<file path="src/design/spsc_pkg.sv">
package spsc_pkg;

  // ***************************************************************
  // Register offsets
  // ***************************************************************
  localparam logic [7:0] ADR_POWER_CONTROL = 8'h00;
  localparam logic [7:0] ADR_OUTPUT_CONTROL = 8'h11;
  localparam logic [7:0] ADR_CORE_RESET = 8'h14;
  localparam logic [7:0] ADR_HCLK_MODE = 8'h24;
  localparam logic [7:0] ADR_STANDBY_LOW_POL = 8'h25;
  localparam logic [7:0] ADR_STANDBY_DEEP_POL = 8'h26;
  localparam logic [7:0] ADR_GPO_STANDBY_POL = 8'h27;
  localparam logic [7:0] ADR_GPO_ENABLE_LEVEL = 8'h7a;

  // ***************************************************************
  // Field layout
  // ***************************************************************
  localparam int STBY_LSB = 0;
  localparam int STBY_W = 2;
  localparam int STAT_SETTLED_BIT = 8;
  localparam int STAT_VDR_BIT = 9;
  localparam int VPOL_W = 25;
  localparam int XV_W = 24;
  localparam int SUBSTRATE_PULSE_BIT = 24;
  localparam int GPO_W = 8;
  localparam int GPO_LEVEL_LSB = 0;
  localparam int GPO_DEEP_LSB = 8;
  localparam int GPO_EN_LSB = 16;
  localparam int GPOREG_W = 24;
  localparam int HCLK_W = 8;
  localparam int DATA_OUT_W = 12;

  // ***************************************************************
  // Reset values and encodings
  // ***************************************************************
  typedef enum logic [1:0]
  {
    SPSC_FULL_POWER = 2'b00,
    SPSC_STANDBY_ONE = 2'b01,
    SPSC_STANDBY_TWO = 2'b10,
    SPSC_STANDBY_DEEP = 2'b11
  } spsc_level_t;
  localparam logic [1:0] STBY_RESET = 2'h3;
  localparam logic [7:0] HCLK_THREE_PHASE = 8'h10;
  localparam logic [7:0] HCLK_TWO_PHASE_IDLE = 8'haa;
  localparam logic [7:0] HCLK_ALL_LOW = 8'h00;

  // ***************************************************************
  // Timing
  // ***************************************************************
  localparam int CLK_FREQ_MHZ = 20;
  localparam int OSC_SETTLE_US = 500;
  localparam int OSC_SETTLE_CYCLES = OSC_SETTLE_US * CLK_FREQ_MHZ;
  localparam int TOGGLE_INHIBIT_PIXELS = 36;
  localparam int SLAVE_RESET_DELAY = 3;

endpackage

</file>
<file path="src/design/spsc_serial_port.sv">
`timescale 1ns/100ps
module spsc_serial_port
  import spsc_pkg::*;
#(
  parameter int ADDR_W = 8,
  parameter int DATA_W = 28
)
(
  input wire logic clk,
  input wire logic rst_b,
  input wire logic ce,
  input wire logic serialLoad_b,
  input wire logic serialClock,
  input wire logic serialDataIn,
  output logic serialDataOut,
  output logic serialDataOe,
  output logic wrStrobe,
  output logic [ADDR_W-1:0] regAddr,
  output logic [DATA_W-1:0] wrData,
  input wire logic [DATA_W-1:0] rdData
);

  localparam int FRAME = 1 + ADDR_W + DATA_W;
  localparam int CNT_W = $clog2(FRAME + 1);

  if (ADDR_W < 7 || DATA_W < VPOL_W)
  begin : g_bad_width
    $error("spsc_serial_port: address or data too narrow");
  end

  typedef struct packed {
    logic [2:0] sck;
    logic [1:0] load;
    logic [1:0] din;
    logic [CNT_W-1:0] bitCnt;
    logic isRead;
    logic [ADDR_W-1:0] addr;
    logic [DATA_W-1:0] shift;
    logic sdo;
    logic sdoEn;
    logic strobe;
  } spsc_serial_t;

  spsc_serial_t st;
  spsc_serial_t next_st;

  always_comb
  begin
    next_st = st;
    next_st.sck = {st.sck[1:0], serialClock};
    next_st.load = {st.load[0], serialLoad_b};
    next_st.din = {st.din[0], serialDataIn};
    next_st.strobe = 1'b0;
    if (st.load[1])
    begin
      // Commit only a complete write frame; short frames are dropped
      if (st.bitCnt == CNT_W'(FRAME) && !st.isRead)
      begin
        next_st.strobe = 1'b1;
      end
      next_st.bitCnt = '0;
      next_st.sdoEn = 1'b0;
    end
    else if (st.sck[1] && !st.sck[2] && st.bitCnt != CNT_W'(FRAME))
    begin
      next_st.bitCnt = st.bitCnt + 1'b1;
      if (st.bitCnt == '0)
      begin
        next_st.isRead = st.din[1];
      end
      else if (st.bitCnt <= CNT_W'(ADDR_W))
      begin
        next_st.addr = {st.din[1], st.addr[ADDR_W-1:1]};
        next_st.shift = {st.din[1], st.shift[DATA_W-1:1]};
      end
      else
      begin
        next_st.shift = {st.din[1], st.shift[DATA_W-1:1]};
      end
      if (st.isRead && st.bitCnt == CNT_W'(ADDR_W))
      begin
        // Address is complete this edge; readback leaves LSB first
        next_st.sdoEn = 1'b1;
        next_st.shift = rdData;
        next_st.sdo = rdData[0];
      end
      else if (st.sdoEn)
      begin
        next_st.sdo = st.shift[1];
        next_st.shift = {1'b0, st.shift[DATA_W-1:1]};
      end
    end
  end

  always_ff @(posedge clk or negedge rst_b)
  begin
    if (!rst_b)
    begin
      st <= '{sck: 3'h0, load: 2'h3, din: 2'h0, default: '0};
    end
    else if (ce)
    begin
      st <= next_st;
    end
  end

  assign serialDataOut = st.sdo;
  assign serialDataOe = st.sdoEn;
  assign wrStrobe = st.strobe;
  assign wrData = st.shift;
  assign regAddr = (st.isRead && !st.load[1] && st.bitCnt == CNT_W'(ADDR_W)) ?
                   {st.din[1], st.addr[ADDR_W-1:1]} : st.addr;

endmodule

</file>
<file path="src/design/spsc_power_ctrl.sv">
`timescale 1ns/100ps
module spsc_power_ctrl
  import spsc_pkg::*;
#(
  parameter int ADDR_W = 8,
  parameter int DATA_W = 28,
  parameter int PIX_W = 14,
  parameter int SETTLE_CYCLES = OSC_SETTLE_CYCLES,
  parameter int SET_W = 16,
  parameter int VDR_GPO_IDX = 0
)
(
  input wire logic clk,
  input wire logic rst_b,
  input wire logic ce,
  input wire logic serialLoad_b,
  input wire logic serialClock,
  input wire logic serialDataIn,
  output logic serialDataOut,
  output logic serialDataOe,
  input wire logic slaveMode,
  input wire logic syncIdlePolarity,
  input wire logic vdPinIn,
  input wire logic hdPinIn,
  input wire logic vdTiming,
  input wire logic hdTiming,
  input wire logic [XV_W-1:0] xvTiming,
  input wire logic subckTiming,
  input wire logic [HCLK_W-1:0] hclkTiming,
  input wire logic hlTiming,
  input wire logic rgTiming,
  input wire logic dclkTiming,
  input wire logic [DATA_OUT_W-1:0] dataTiming,
  output logic vdOut,
  output logic hdOut,
  output logic syncOe,
  output logic [XV_W-1:0] verticalOut,
  output logic substrateClockOut,
  output logic [HCLK_W-1:0] hclkOut,
  output logic [HCLK_W-1:0] hclkOe,
  output logic lastHclkOut,
  output logic resetGateOut,
  output logic hlRgOe,
  output logic hMinDrive,
  output logic dataClockOut,
  output logic [DATA_OUT_W-1:0] dataOut,
  output logic [GPO_W-1:0] generalOut,
  output logic [GPO_W-1:0] generalOe,
  output logic verticalDriverEnable,
  output logic crystalDriveEn,
  output logic oscPowerOn,
  output logic afePowerOn,
  output logic refsPowerOn,
  output logic coreRunEn,
  output logic timingCoreRst_b,
  output logic oscSettled,
  output logic toggleInhibit,
  output logic counterReset
);

  // ***************************************************************
  // Parameter checks
  // ***************************************************************
  if (PIX_W < 7 || SETTLE_CYCLES < 1 || SETTLE_CYCLES >= 2 ** SET_W || VDR_GPO_IDX >= GPO_W)
  begin : g_bad_param
    $error("spsc_power_ctrl: parameter out of range");
  end

  localparam int DLY_W = $clog2(SLAVE_RESET_DELAY + 1);
  localparam logic [PIX_W-1:0] INHIBIT_LEN = PIX_W'(TOGGLE_INHIBIT_PIXELS);

  // ***************************************************************
  // Serial register port
  // ***************************************************************
  logic wrStrobe;
  logic [ADDR_W-1:0] regAddr;
  logic [DATA_W-1:0] wrData;
  logic [DATA_W-1:0] rdData;

  spsc_serial_port #(
    .ADDR_W(ADDR_W),
    .DATA_W(DATA_W)
  ) u_serial (
    .clk(clk),
    .rst_b(rst_b),
    .ce(ce),
    .serialLoad_b(serialLoad_b),
    .serialClock(serialClock),
    .serialDataIn(serialDataIn),
    .serialDataOut(serialDataOut),
    .serialDataOe(serialDataOe),
    .wrStrobe(wrStrobe),
    .regAddr(regAddr),
    .wrData(wrData),
    .rdData(rdData)
  );

  // ***************************************************************
  // State
  // ***************************************************************
  typedef struct packed {
    logic [1:0] vdSync;
    logic [1:0] hdSync;
    logic vdPrev;
    logic hdPrev;
    spsc_level_t standby;
    logic coreRstBit;
    logic outCtlPend;
    logic outCtl;
    logic [HCLK_W-1:0] horizontal_clock_mode;
    logic [VPOL_W-1:0] polLow;
    logic [VPOL_W-1:0] polDeep;
    logic [GPOREG_W-1:0] gpoPol;
    logic [GPOREG_W-1:0] gpoPend;
    logic [GPOREG_W-1:0] gpoAct;
    logic dlyRun;
    logic [DLY_W-1:0] dlyCnt;
    logic [PIX_W-1:0] pixCnt;
    logic [PIX_W-1:0] lastLen;
    logic [SET_W-1:0] settleCnt;
    logic cntRst;
    logic vdO;
    logic hdO;
    logic [XV_W-1:0] xv;
    logic substrate_pulse;
    logic [HCLK_W-1:0] hclk;
    logic [HCLK_W-1:0] hOe;
    logic hl;
    logic rg;
    logic hlRgEn;
    logic data_clock_out;
    logic [DATA_OUT_W-1:0] data;
    logic [GPO_W-1:0] general_outputs;
  } spsc_state_t;

  spsc_state_t st;
  spsc_state_t next_st;

  logic deep;
  logic lowStby;
  logic disabled;
  logic vdEff;
  logic hdEff;
  logic vdFall;
  logic hdFall;
  logic inhibit;

  // ***************************************************************
  // Mode decode
  // ***************************************************************
  always_comb
  begin
    deep = (st.standby == SPSC_STANDBY_DEEP);
    lowStby = (st.standby == SPSC_STANDBY_ONE) || (st.standby == SPSC_STANDBY_TWO);
    disabled = !st.outCtl && !deep;
    // Slave syncs come from pins, so only the second stage is read
    vdEff = slaveMode ? st.vdSync[1] : vdTiming;
    hdEff = slaveMode ? st.hdSync[1] : hdTiming;
    vdFall = st.vdPrev && !vdEff;
    hdFall = st.hdPrev && !hdEff;
    inhibit = (st.lastLen > INHIBIT_LEN) && (st.pixCnt >= st.lastLen - INHIBIT_LEN);
  end

  // ***************************************************************
  // Register readback
  // ***************************************************************
  always_comb
  begin
    rdData = '0;
    unique case (regAddr)
      ADR_POWER_CONTROL:
      begin
        rdData[STBY_LSB +: STBY_W] = st.standby;
        rdData[STAT_SETTLED_BIT] = oscSettled;
        rdData[STAT_VDR_BIT] = verticalDriverEnable;
      end
      ADR_OUTPUT_CONTROL: rdData[0] = st.outCtlPend;
      ADR_CORE_RESET: rdData[0] = st.coreRstBit;
      ADR_HCLK_MODE: rdData[HCLK_W-1:0] = st.horizontal_clock_mode;
      ADR_STANDBY_LOW_POL: rdData[VPOL_W-1:0] = st.polLow;
      ADR_STANDBY_DEEP_POL: rdData[VPOL_W-1:0] = st.polDeep;
      ADR_GPO_STANDBY_POL: rdData[GPOREG_W-1:0] = st.gpoPol;
      ADR_GPO_ENABLE_LEVEL: rdData[GPOREG_W-1:0] = st.gpoPend;
      default: rdData = '0;
    endcase
  end

  // ***************************************************************
  // Next state
  // ***************************************************************
  always_comb
  begin
    next_st = st;
    next_st.vdSync = {st.vdSync[0], vdPinIn};
    next_st.hdSync = {st.hdSync[0], hdPinIn};
    next_st.vdPrev = vdEff;
    next_st.hdPrev = hdEff;
    next_st.cntRst = 1'b0;

    if (wrStrobe)
    begin
      unique case (regAddr)
        ADR_POWER_CONTROL: next_st.standby = spsc_level_t'(wrData[STBY_LSB +: STBY_W]);
        ADR_OUTPUT_CONTROL: next_st.outCtlPend = wrData[0];
        ADR_CORE_RESET: next_st.coreRstBit = wrData[0];
        ADR_HCLK_MODE: next_st.horizontal_clock_mode = wrData[HCLK_W-1:0];
        ADR_STANDBY_LOW_POL: next_st.polLow = wrData[VPOL_W-1:0];
        ADR_STANDBY_DEEP_POL: next_st.polDeep = wrData[VPOL_W-1:0];
        ADR_GPO_STANDBY_POL: next_st.gpoPol = wrData[GPOREG_W-1:0];
        ADR_GPO_ENABLE_LEVEL: next_st.gpoPend = wrData[GPOREG_W-1:0];
        default: next_st.standby = st.standby;
      endcase
    end

    if (vdFall)
    begin
      next_st.outCtl = st.outCtlPend;
      next_st.gpoAct = (wrStrobe && regAddr == ADR_GPO_ENABLE_LEVEL) ? wrData[GPOREG_W-1:0] : st.gpoPend;
    end

    // oscillator settle timer; deep standby restarts it
    if (deep)
    begin
      next_st.settleCnt = '0;
    end
    else if (st.settleCnt != SET_W'(SETTLE_CYCLES))
    begin
      next_st.settleCnt = st.settleCnt + 1'b1;
    end

    // counter reset on the horizontal fall, delayed in slave
    next_st.pixCnt = st.pixCnt + 1'b1;
    if (hdFall && slaveMode)
    begin
      next_st.dlyRun = 1'b1;
      next_st.dlyCnt = DLY_W'(SLAVE_RESET_DELAY);
    end
    else if (st.dlyRun)
    begin
      next_st.dlyCnt = st.dlyCnt - 1'b1;
      if (st.dlyCnt == DLY_W'(1))
      begin
        next_st.dlyRun = 1'b0;
      end
    end
    if ((hdFall && !slaveMode) || (st.dlyRun && st.dlyCnt == DLY_W'(1)))
    begin
      // Window length is learned from the previous line
      next_st.lastLen = st.pixCnt;
      next_st.pixCnt = '0;
      next_st.cntRst = 1'b1;
    end

    // ***************************************************************
    // Output patterns
    // ***************************************************************
    if (deep)
    begin
      next_st.xv = st.polDeep[XV_W-1:0];
      next_st.substrate_pulse = st.polDeep[SUBSTRATE_PULSE_BIT];
    end
    else if (disabled || lowStby)
    begin
      next_st.xv = st.polLow[XV_W-1:0];
      next_st.substrate_pulse = st.polLow[SUBSTRATE_PULSE_BIT];
    end
    else if (!inhibit)
    begin
      next_st.xv = xvTiming;
      next_st.substrate_pulse = subckTiming;
    end

    // deep: high-Z horizontal, everything else low
    if (deep)
    begin
      next_st.hOe = '0;
      next_st.hlRgEn = 1'b0;
      next_st.hclk = HCLK_ALL_LOW;
      next_st.hl = 1'b0;
      next_st.rg = 1'b0;
      next_st.vdO = 1'b0;
      next_st.hdO = 1'b0;
      next_st.data_clock_out = 1'b0;
      next_st.data = '0;
    end
    else if (disabled || lowStby)
    begin
      next_st.hOe = '1;
      next_st.hlRgEn = 1'b1;
      // idle horizontal pattern by clock mode
      next_st.hclk = (st.horizontal_clock_mode == HCLK_THREE_PHASE) ? HCLK_ALL_LOW : HCLK_TWO_PHASE_IDLE;
      next_st.hl = 1'b0;
      next_st.rg = 1'b0;
      next_st.data = '0;
      // standby one with outputs enabled keeps syncs and data clock running
      if (!disabled && st.standby == SPSC_STANDBY_ONE)
      begin
        next_st.vdO = vdTiming;
        next_st.hdO = hdTiming;
        next_st.data_clock_out = dclkTiming;
      end
      else
      begin
        next_st.vdO = syncIdlePolarity;
        next_st.hdO = syncIdlePolarity;
        next_st.data_clock_out = (!disabled && st.standby == SPSC_STANDBY_TWO) ? 1'b0 : dclkTiming;
      end
    end
    else
    begin
      next_st.hOe = '1;
      next_st.hlRgEn = 1'b1;
      next_st.hclk = hclkTiming;
      next_st.hl = hlTiming;
      next_st.rg = rgTiming;
      next_st.vdO = vdTiming;
      next_st.hdO = hdTiming;
      next_st.data_clock_out = dclkTiming;
      next_st.data = dataTiming;
    end

    if (deep)
    begin
      next_st.general_outputs = st.gpoPol[GPO_DEEP_LSB +: GPO_W];
    end
    else if (disabled || lowStby)
    begin
      next_st.general_outputs = st.gpoPol[GPO_LEVEL_LSB +: GPO_W];
    end
    else
    begin
      next_st.general_outputs = st.gpoAct[GPO_LEVEL_LSB +: GPO_W];
    end
  end

  always_ff @(posedge clk or negedge rst_b)
  begin
    if (!rst_b)
    begin
      st <= '{standby: SPSC_STANDBY_DEEP, default: '0};
    end
    else if (ce)
    begin
      st <= next_st;
    end
  end

  // ***************************************************************
  // Outputs
  // ***************************************************************
  assign vdOut = st.vdO;
  assign hdOut = st.hdO;
  // Sync pins turn around to inputs in slave mode
  assign syncOe = !slaveMode;
  assign verticalOut = st.xv;
  assign substrateClockOut = st.substrate_pulse;
  assign hclkOut = st.hclk;
  assign hclkOe = st.hOe;
  assign lastHclkOut = st.hl;
  assign resetGateOut = st.rg;
  assign hlRgOe = st.hlRgEn;
  assign hMinDrive = lowStby;
  assign dataClockOut = st.data_clock_out;
  assign dataOut = st.data;
  assign generalOut = st.general_outputs;
  assign generalOe = st.gpoAct[GPO_EN_LSB +: GPO_W];
  // driver enable follows the applied level bit outside deep standby
  assign verticalDriverEnable = st.gpoAct[GPO_LEVEL_LSB + VDR_GPO_IDX] && !deep;
  // oscillator and crystal drive off in standby two and deep standby
  assign oscPowerOn = !deep && (st.standby != SPSC_STANDBY_TWO);
  assign crystalDriveEn = oscPowerOn;
  assign afePowerOn = (st.standby == SPSC_FULL_POWER);
  assign refsPowerOn = (st.standby == SPSC_FULL_POWER) || (st.standby == SPSC_STANDBY_ONE);
  assign coreRunEn = refsPowerOn;
  // Core is held in reset while coreRunEn is low and until software writes one
  assign timingCoreRst_b = st.coreRstBit && coreRunEn;
  assign oscSettled = (st.settleCnt == SET_W'(SETTLE_CYCLES));
  assign toggleInhibit = inhibit;
  assign counterReset = st.cntRst;

endmodule

</file>
<file path="config.mk">
export PLATFORM = sky130hd
export DESIGN_NAME = spsc_power_ctrl
export DESIGN_NICKNAME = d
export VERILOG_FILES = /design/src/design/spsc_pkg.sv /design/src/design/spsc_serial_port.sv /design/src/design/spsc_power_ctrl.sv
export SDC_FILE = /design/constraint.sdc
export NUM_CORES = 1
export LEC_CHECK = 0
export BUFFER_PORTS_ARGS = -buffer_cell sky130_fd_sc_hd__buf_2
export CAP_MARGIN = 20
export CORE_ASPECT_RATIO = 0.8
export CORE_MARGIN = 3
export CORE_UTILIZATION = 25
export CTS_CLUSTER_SIZE = 28
export DETAILED_ROUTE_END_ITERATION = 7
export GPL_TIMING_DRIVEN = 1
export PLACE_DENSITY = 0.42
export SLEW_MARGIN = 20
export SYNTH_ARGS = -nofsm -noshare
export SYNTH_HDL_FRONTEND = slang
export SYNTH_SLANG_ARGS = --single-unit
</file>
<file path="constraint.sdc">
create_clock -name clk -period 3.1 [get_ports clk]
set_input_delay 0.62 -clock clk [delete_from_list [all_inputs] [get_ports clk]]
set_output_delay 0.62 -clock clk [all_outputs]
set_load 0.02 [all_outputs]
</file>
-- Yosys cells after proc, flatten, opt, wreduce, memory -nomap -nowiden
Index checks and enable logic that the tools add are counted.
W data, S select, Z words.
- add/subtract/negate cells: 5
- multipliers: 0
- div/mod/pow operators: 0
- magnitude comparators: 3
- equal/unequal tests: 20
- shift-type cells: 0
- multiplexer cells: 41
- bitwise logic cells: 2
- reduce and logical (&&, ||, !) cells: 59
- operator list (kind ; number):
    $mux W25 ; 3
    $mux W32 ; 2
    $mux W29 ; 2
    $pmux W14 S4 ; 1
    $mux W45 ; 1
    $mux W8 ; 5
    $mux W36 ; 1
    $eq A8 B6 Y1 const B ; 4
    $mux W16 ; 2
    $pmux W6 S5 ; 1
    $mux W28 ; 1
    $reduce_and A3 Y1 ; 9
    $eq A8 B5 Y1 const B ; 3
    $mux W24 ; 1
    $logic_and A1 B1 Y1 ; 19
    $add A16 B1 Y16 const B ; 1
    $eq A16 B14 Y1 const B ; 1
    $ne A16 B14 Y1 const B ; 1
    $add A14 B1 Y14 const B ; 1
    $ge A14 B14 Y1 ; 1
    $gt A14 B6 Y1 const B ; 1
    $sub A14 B6 Y14 const B ; 1
    $reduce_and A2 Y1 ; 6
    $reduce_and A4 Y1 ; 3
    other kinds (28) ; 59
- flip-flop bits (word level): 309
- bits in latches: 0
- bits in writable memories: 0
- bits in read-only memories: 0
- input port bits: 60
- output and inout bits: 89
- word-level logic and storage cells: 172
- memories kept: 0

-- Logic depth before layout (Yosys ltp)
- depth in word-level cells: 9
- depth in mapped cells: 16
- depth with buffers taken out: 15

-- Modules after synthesis
From an unflattened synthesis, not the netlist that was laid out.
- cell total of the unflattened synthesis: 1328
- area, all modules: 15185.8 sq um
- modules (own cells, without submodules) (module ; times used ; cells an instance ; area an instance (sq um) ; seq. area each (sq um)):
    spsc_power_ctrl ; 1 ; 1089 ; 12203.0 ; 6008.3
    spsc_serial_port ; 1 ; 239 ; 2982.9 ; 1328.8

-- Least setup slack after synthesis
Ideal clock, no wire load.
- path kind: reg-to-reg
- from: register st[86] (netlist name)
- to: register st, in the netlist substrateClockOut
- setup time: 0.125 ns
- arrival: 3.299 ns
- data required time: 2.975 ns
- path slack: -0.324 ns
- cell stages (with the launch flop): 16
- buffers on the path: 1
- clock period less this slack: 3.424 ns
- cell sequence: dfrtp_1 -> inv_1 -> ha_1 -> inv_1 -> o21ai_1 -> nand2_1 -> nor3_1 -> nor3b_1 -> xnor2_1 -> ha_1 -> o21a_1 -> a21oi_1 -> a32o_1 -> o41ai_4 -> buf_4 -> mux2_2
- word-level cells in the longest chain between the ends: 5
- elaborated cells between the ends (all ways): 6
- those cells by class: 1 x add/sub; 2 x order compare; 1 x eq/ne; 2 x reduce/logical
- RTL lines (element ; RTL line ; text):
    start, declared ; spsc_power_ctrl.sv:136 ; spsc_state_t st;
    start signal, assigned ; spsc_power_ctrl.sv:344 ; st <= next_st;
    $sub A14 B6 Y14 ; spsc_power_ctrl.sv:161 ; inhibit = (st.lastLen > INHIBIT_LEN) && (st.pixCnt >= st.lastLen - INHIBIT_LEN);
    $ge A14 B14 Y1 ; spsc_power_ctrl.sv:161 ;
    $logic_and A1 B1 Y1 (*) ; spsc_power_ctrl.sv:161 ;
    $ne A3 B1 Y1 (no source line) (*) ; - ;
    $reduce_and A2 Y1 (no source line) (*) ; - ;
Every way passes the cells marked *; elsewhere a longest branch is shown, timed or not.
A chain may end at the register's enable or synchronous reset.

-- Worst setup path in the final report
- from: register st[87] (netlist name)
- to: output port toggleInhibit
- word-level cells in the longest chain between the ends: 3
- elaborated cells between the ends (all ways): 4
- those cells by class: 1 x add/sub; 2 x order compare; 1 x reduce/logical
- RTL lines (element ; RTL line ; text):
    $sub A14 B6 Y14 ; spsc_power_ctrl.sv:161 ;
    $ge A14 B14 Y1 ; spsc_power_ctrl.sv:161 ;
    $logic_and A1 B1 Y1 (*) ; spsc_power_ctrl.sv:161 ;
    end, declared ; spsc_power_ctrl.sv:57 ; output logic toggleInhibit,
Marked as above.

==> reports/results.ini <==
[timing]
slew-limit-headroom_pct=46.1
tns_ns=-5.65
finalSetupViolCount=26
rsz0062_at_grt=yes
tightestPinTransition_ns=0.807
fin_crit_sh_pct=118
finalWorstSetupSlack_ns=-0.551
period_needed_ns=3.65
slew_violations=0
fmax_mhz=274
finClkSkew_ns=0.0231
hold_viol_final=0

[drt]
antenna_left=0
drc=0
wl_per_cell_um=19.4
viasPerCell=4.69
firstDrtPassIters=5
via_count=10500
wirelength_um=43300
first_iter_violations=572

[logic_synthesis]
yosys_warnings=0
synth-edff-count=0
synthesis.area_um2=14800
async_flop_share_pct=100
ys.flop_type=dfrtp_1
synth_seq_cells=293
syn_avg_cell_area_um2=11.2
ys_types=75
ys_seq_area_share_pct=49.6
synth_nets=1408
synth_cells=1321

[floorplan]
core_area_um2=58300
io_pins=149
die_h_um=224
die-area_um2=62100
rows=79
start_util_pct=25.4
die_w_um=278

[setup_path]
worst_setup_path_start_kind=flop
rr_worst_depth=19
cp.required_ns=2.48
path_class=reg2out
cp-end-kind=output pin
cp_max_fo=2
arrival_ns=3.03
endpoint=toggleInhibit
rr_startpoint=st[87]
r2r_slack_ns=-0.25
startpoint=st[87]
timing.rr.end=verticalOut[3]

[layout]
syn2layout_area_growth_pct=20.3
diodes=0
mostFrequentLayoutCells=289 x dfrtp_1, 146 x buf_2, 100 x mux2_2
layout_commonest_cell=dfrtp_1
final_design_area_no_fill_um2=17800
drive_above_1_share_pct=31.9
finalNetCount=1527
finalNonFillerCells=2235

[place]
place_area_um2=16200
port_buffers=148
hpwlAfterDp_um=28500
gp_congestion=0.742
dp.cells=2158

[power_and_ir_drop]
vdd_drop_max_v=0.000274
p_total_mw=9.95
p_per_area_nw_per_um2=559
p_leak_nw=8.44

[clocking]
htreeDepth=2
clkTransAtPathRegs_ns=0.05
cts_tree=yes
cts_buffer_depth=3
cts_sinks=293
cts_root_buffer=clkbuf_16
worstSkewPairLatency_ns=0.55
holdBufCountCts=0
cts-buffers-inserted=37

[global_routing]
grt_max_degree=80
track_usage_pct=13.9
overflow=0
antenna_found_initial=1
grt_pass1_vias=10800
grt_pass1_wl_um=67700

[flow_run]
drv_cap=0

[outcome]
violations=setup timing
status=finished, violations left

[hold_path]
hold_path.class=in2async

[synth_stat cells (all sizes together) (3+ instances only)]
cell type	number	area share, %
o2bb2ai	6	0.36
buf	99	4.9
nor4bb	3	0.20
dfstp	4	0.71
a222oi	8	0.54
and3	10	0.46
o211ai	5	0.25
mux2	163	13
o21a	4	0.20
nor3b	5	0.25
nor2	96	2.5
ha	27	2.3
nand4b	3	0.18
clkbuf	44	1.1
nand4	14	0.59
a221oi	24	1.4
nor2b	11	0.47
inv	27	0.69
dfrtp	289	49
nor3	13	0.44
a22oi	16	0.81
o31ai	3	0.15
xnor2	17	1.0
a211o	3	0.18
or3	7	0.30
xor2	11	0.65
a22o	37	2.2
a21oi	61	2.1
o21ai	78	2.6
nand2b	7	0.30
nor4b	6	0.60
nand2	102	2.6
nand3	24	0.91
mux2i	57	4.0
or2	3	0.13
nor4	7	0.30
[cell families (layout without fill, tap and decap cells)]
family	Yosys count	in the layout	synth area share, %
buffers and inverters	170	315	6.73
AO/OA/AOI/OAI	263	263	12.1
XOR/XNOR	28	28	1.66
AND/OR/NAND/NOR	320	320	10.7
flip-flops	293	293	49.6
multiplexers	220	220	16.9
adder cells (fa/ha/maj)	27	27	2.28
[flip-flops by register name (all words and copies together) (netlist names), 2 cells and up]
signal / flops
next_st: 2
u_serial.st: 18
st: 170
u_serial.wrData: 28
dataOut: 12
generalOe: 8
generalOut: 8
u_serial.next_st: 4
hclkOut: 8
verticalOut: 24
[metal layers]
metal  wire length (um)  vias to the layer above  global-route usage, %
li1                   -                     4942                      -
met1              22000                     5321                   20.6
met2              19000                      177                   21.1
met3               1500                       51                   2.24
met5                 13                        -                      0
met4                776                        2                   3.66
[power breakdown]
part	internal [mW]	switching, mW	total, mW
Sequential	4.05	0.224	4.28
Combinational	0.580	0.731	1.31
Clock	2.66	1.70	4.36
Total	7.29	2.65	9.95
[metrics by stage]
| step | setup slack [ns] | hold WS (ns) | util (%) |
|---|---|---|---|
| global route | -0.736 | 0.0411 | 30.5 |
| finish | -0.551 | 0.0131 | 30.5 |
| global placement | -0.134 | 0.469 | 27.9 |
| detailed placement | -0.168 | 0.467 | 27.9 |
| CTS | -0.572 | 0.0260 | 30.5 |
| floorplan | -0.0425 | 0.324 | - |
[repair_timing]
item / 4_1_cts / 5_1_grt
setup endpoints to repair: 26 / 27
gates cloned: 3 / 0
pin swaps: 6 / 2
setup buffers: 8 / 1
resized for setup: 43 / 1
[layout make-up]
type	count	area, um^2
flip-flops and latches	293	7340
inverters	27	101
clock buffers	57	1160
fillers	5978	40500
repair buffers	223	1540
clock inverters	8	68.8
well taps	769	962
multi-input cells	858	6610
[how the worst min path moves through the flow]
stage | end | slack, ns
2_1_floorplan | counterReset | 0.32
3_3_place_gp | u_serial.wrData[27] | 0.47
3_5_place_dp | u_serial.wrData[27] | 0.47
4_1_cts | u_serial.st[42] | 0.03
5_1_grt | next_st[255] | 0.04
6_report | next_st[255] | 0.01
[critical path, cell delays in order (launching register included)]
cell,delay [ns]
dfrtp_1,0.39
inv_2,0.08
ha_4,0.13
inv_2,0.03
o21ai_2,0.14
nand2_2,0.10
nor3_4,0.14
nor3b_2,0.22
xnor2_1,0.16
ha_1,0.27
o21a_1,0.18
a21oi_2,0.15
nand2_1,0.08
a41oi_2,0.18
nor2_1,0.08
buf_4,0.16
(Power assumes the default switching activity.)
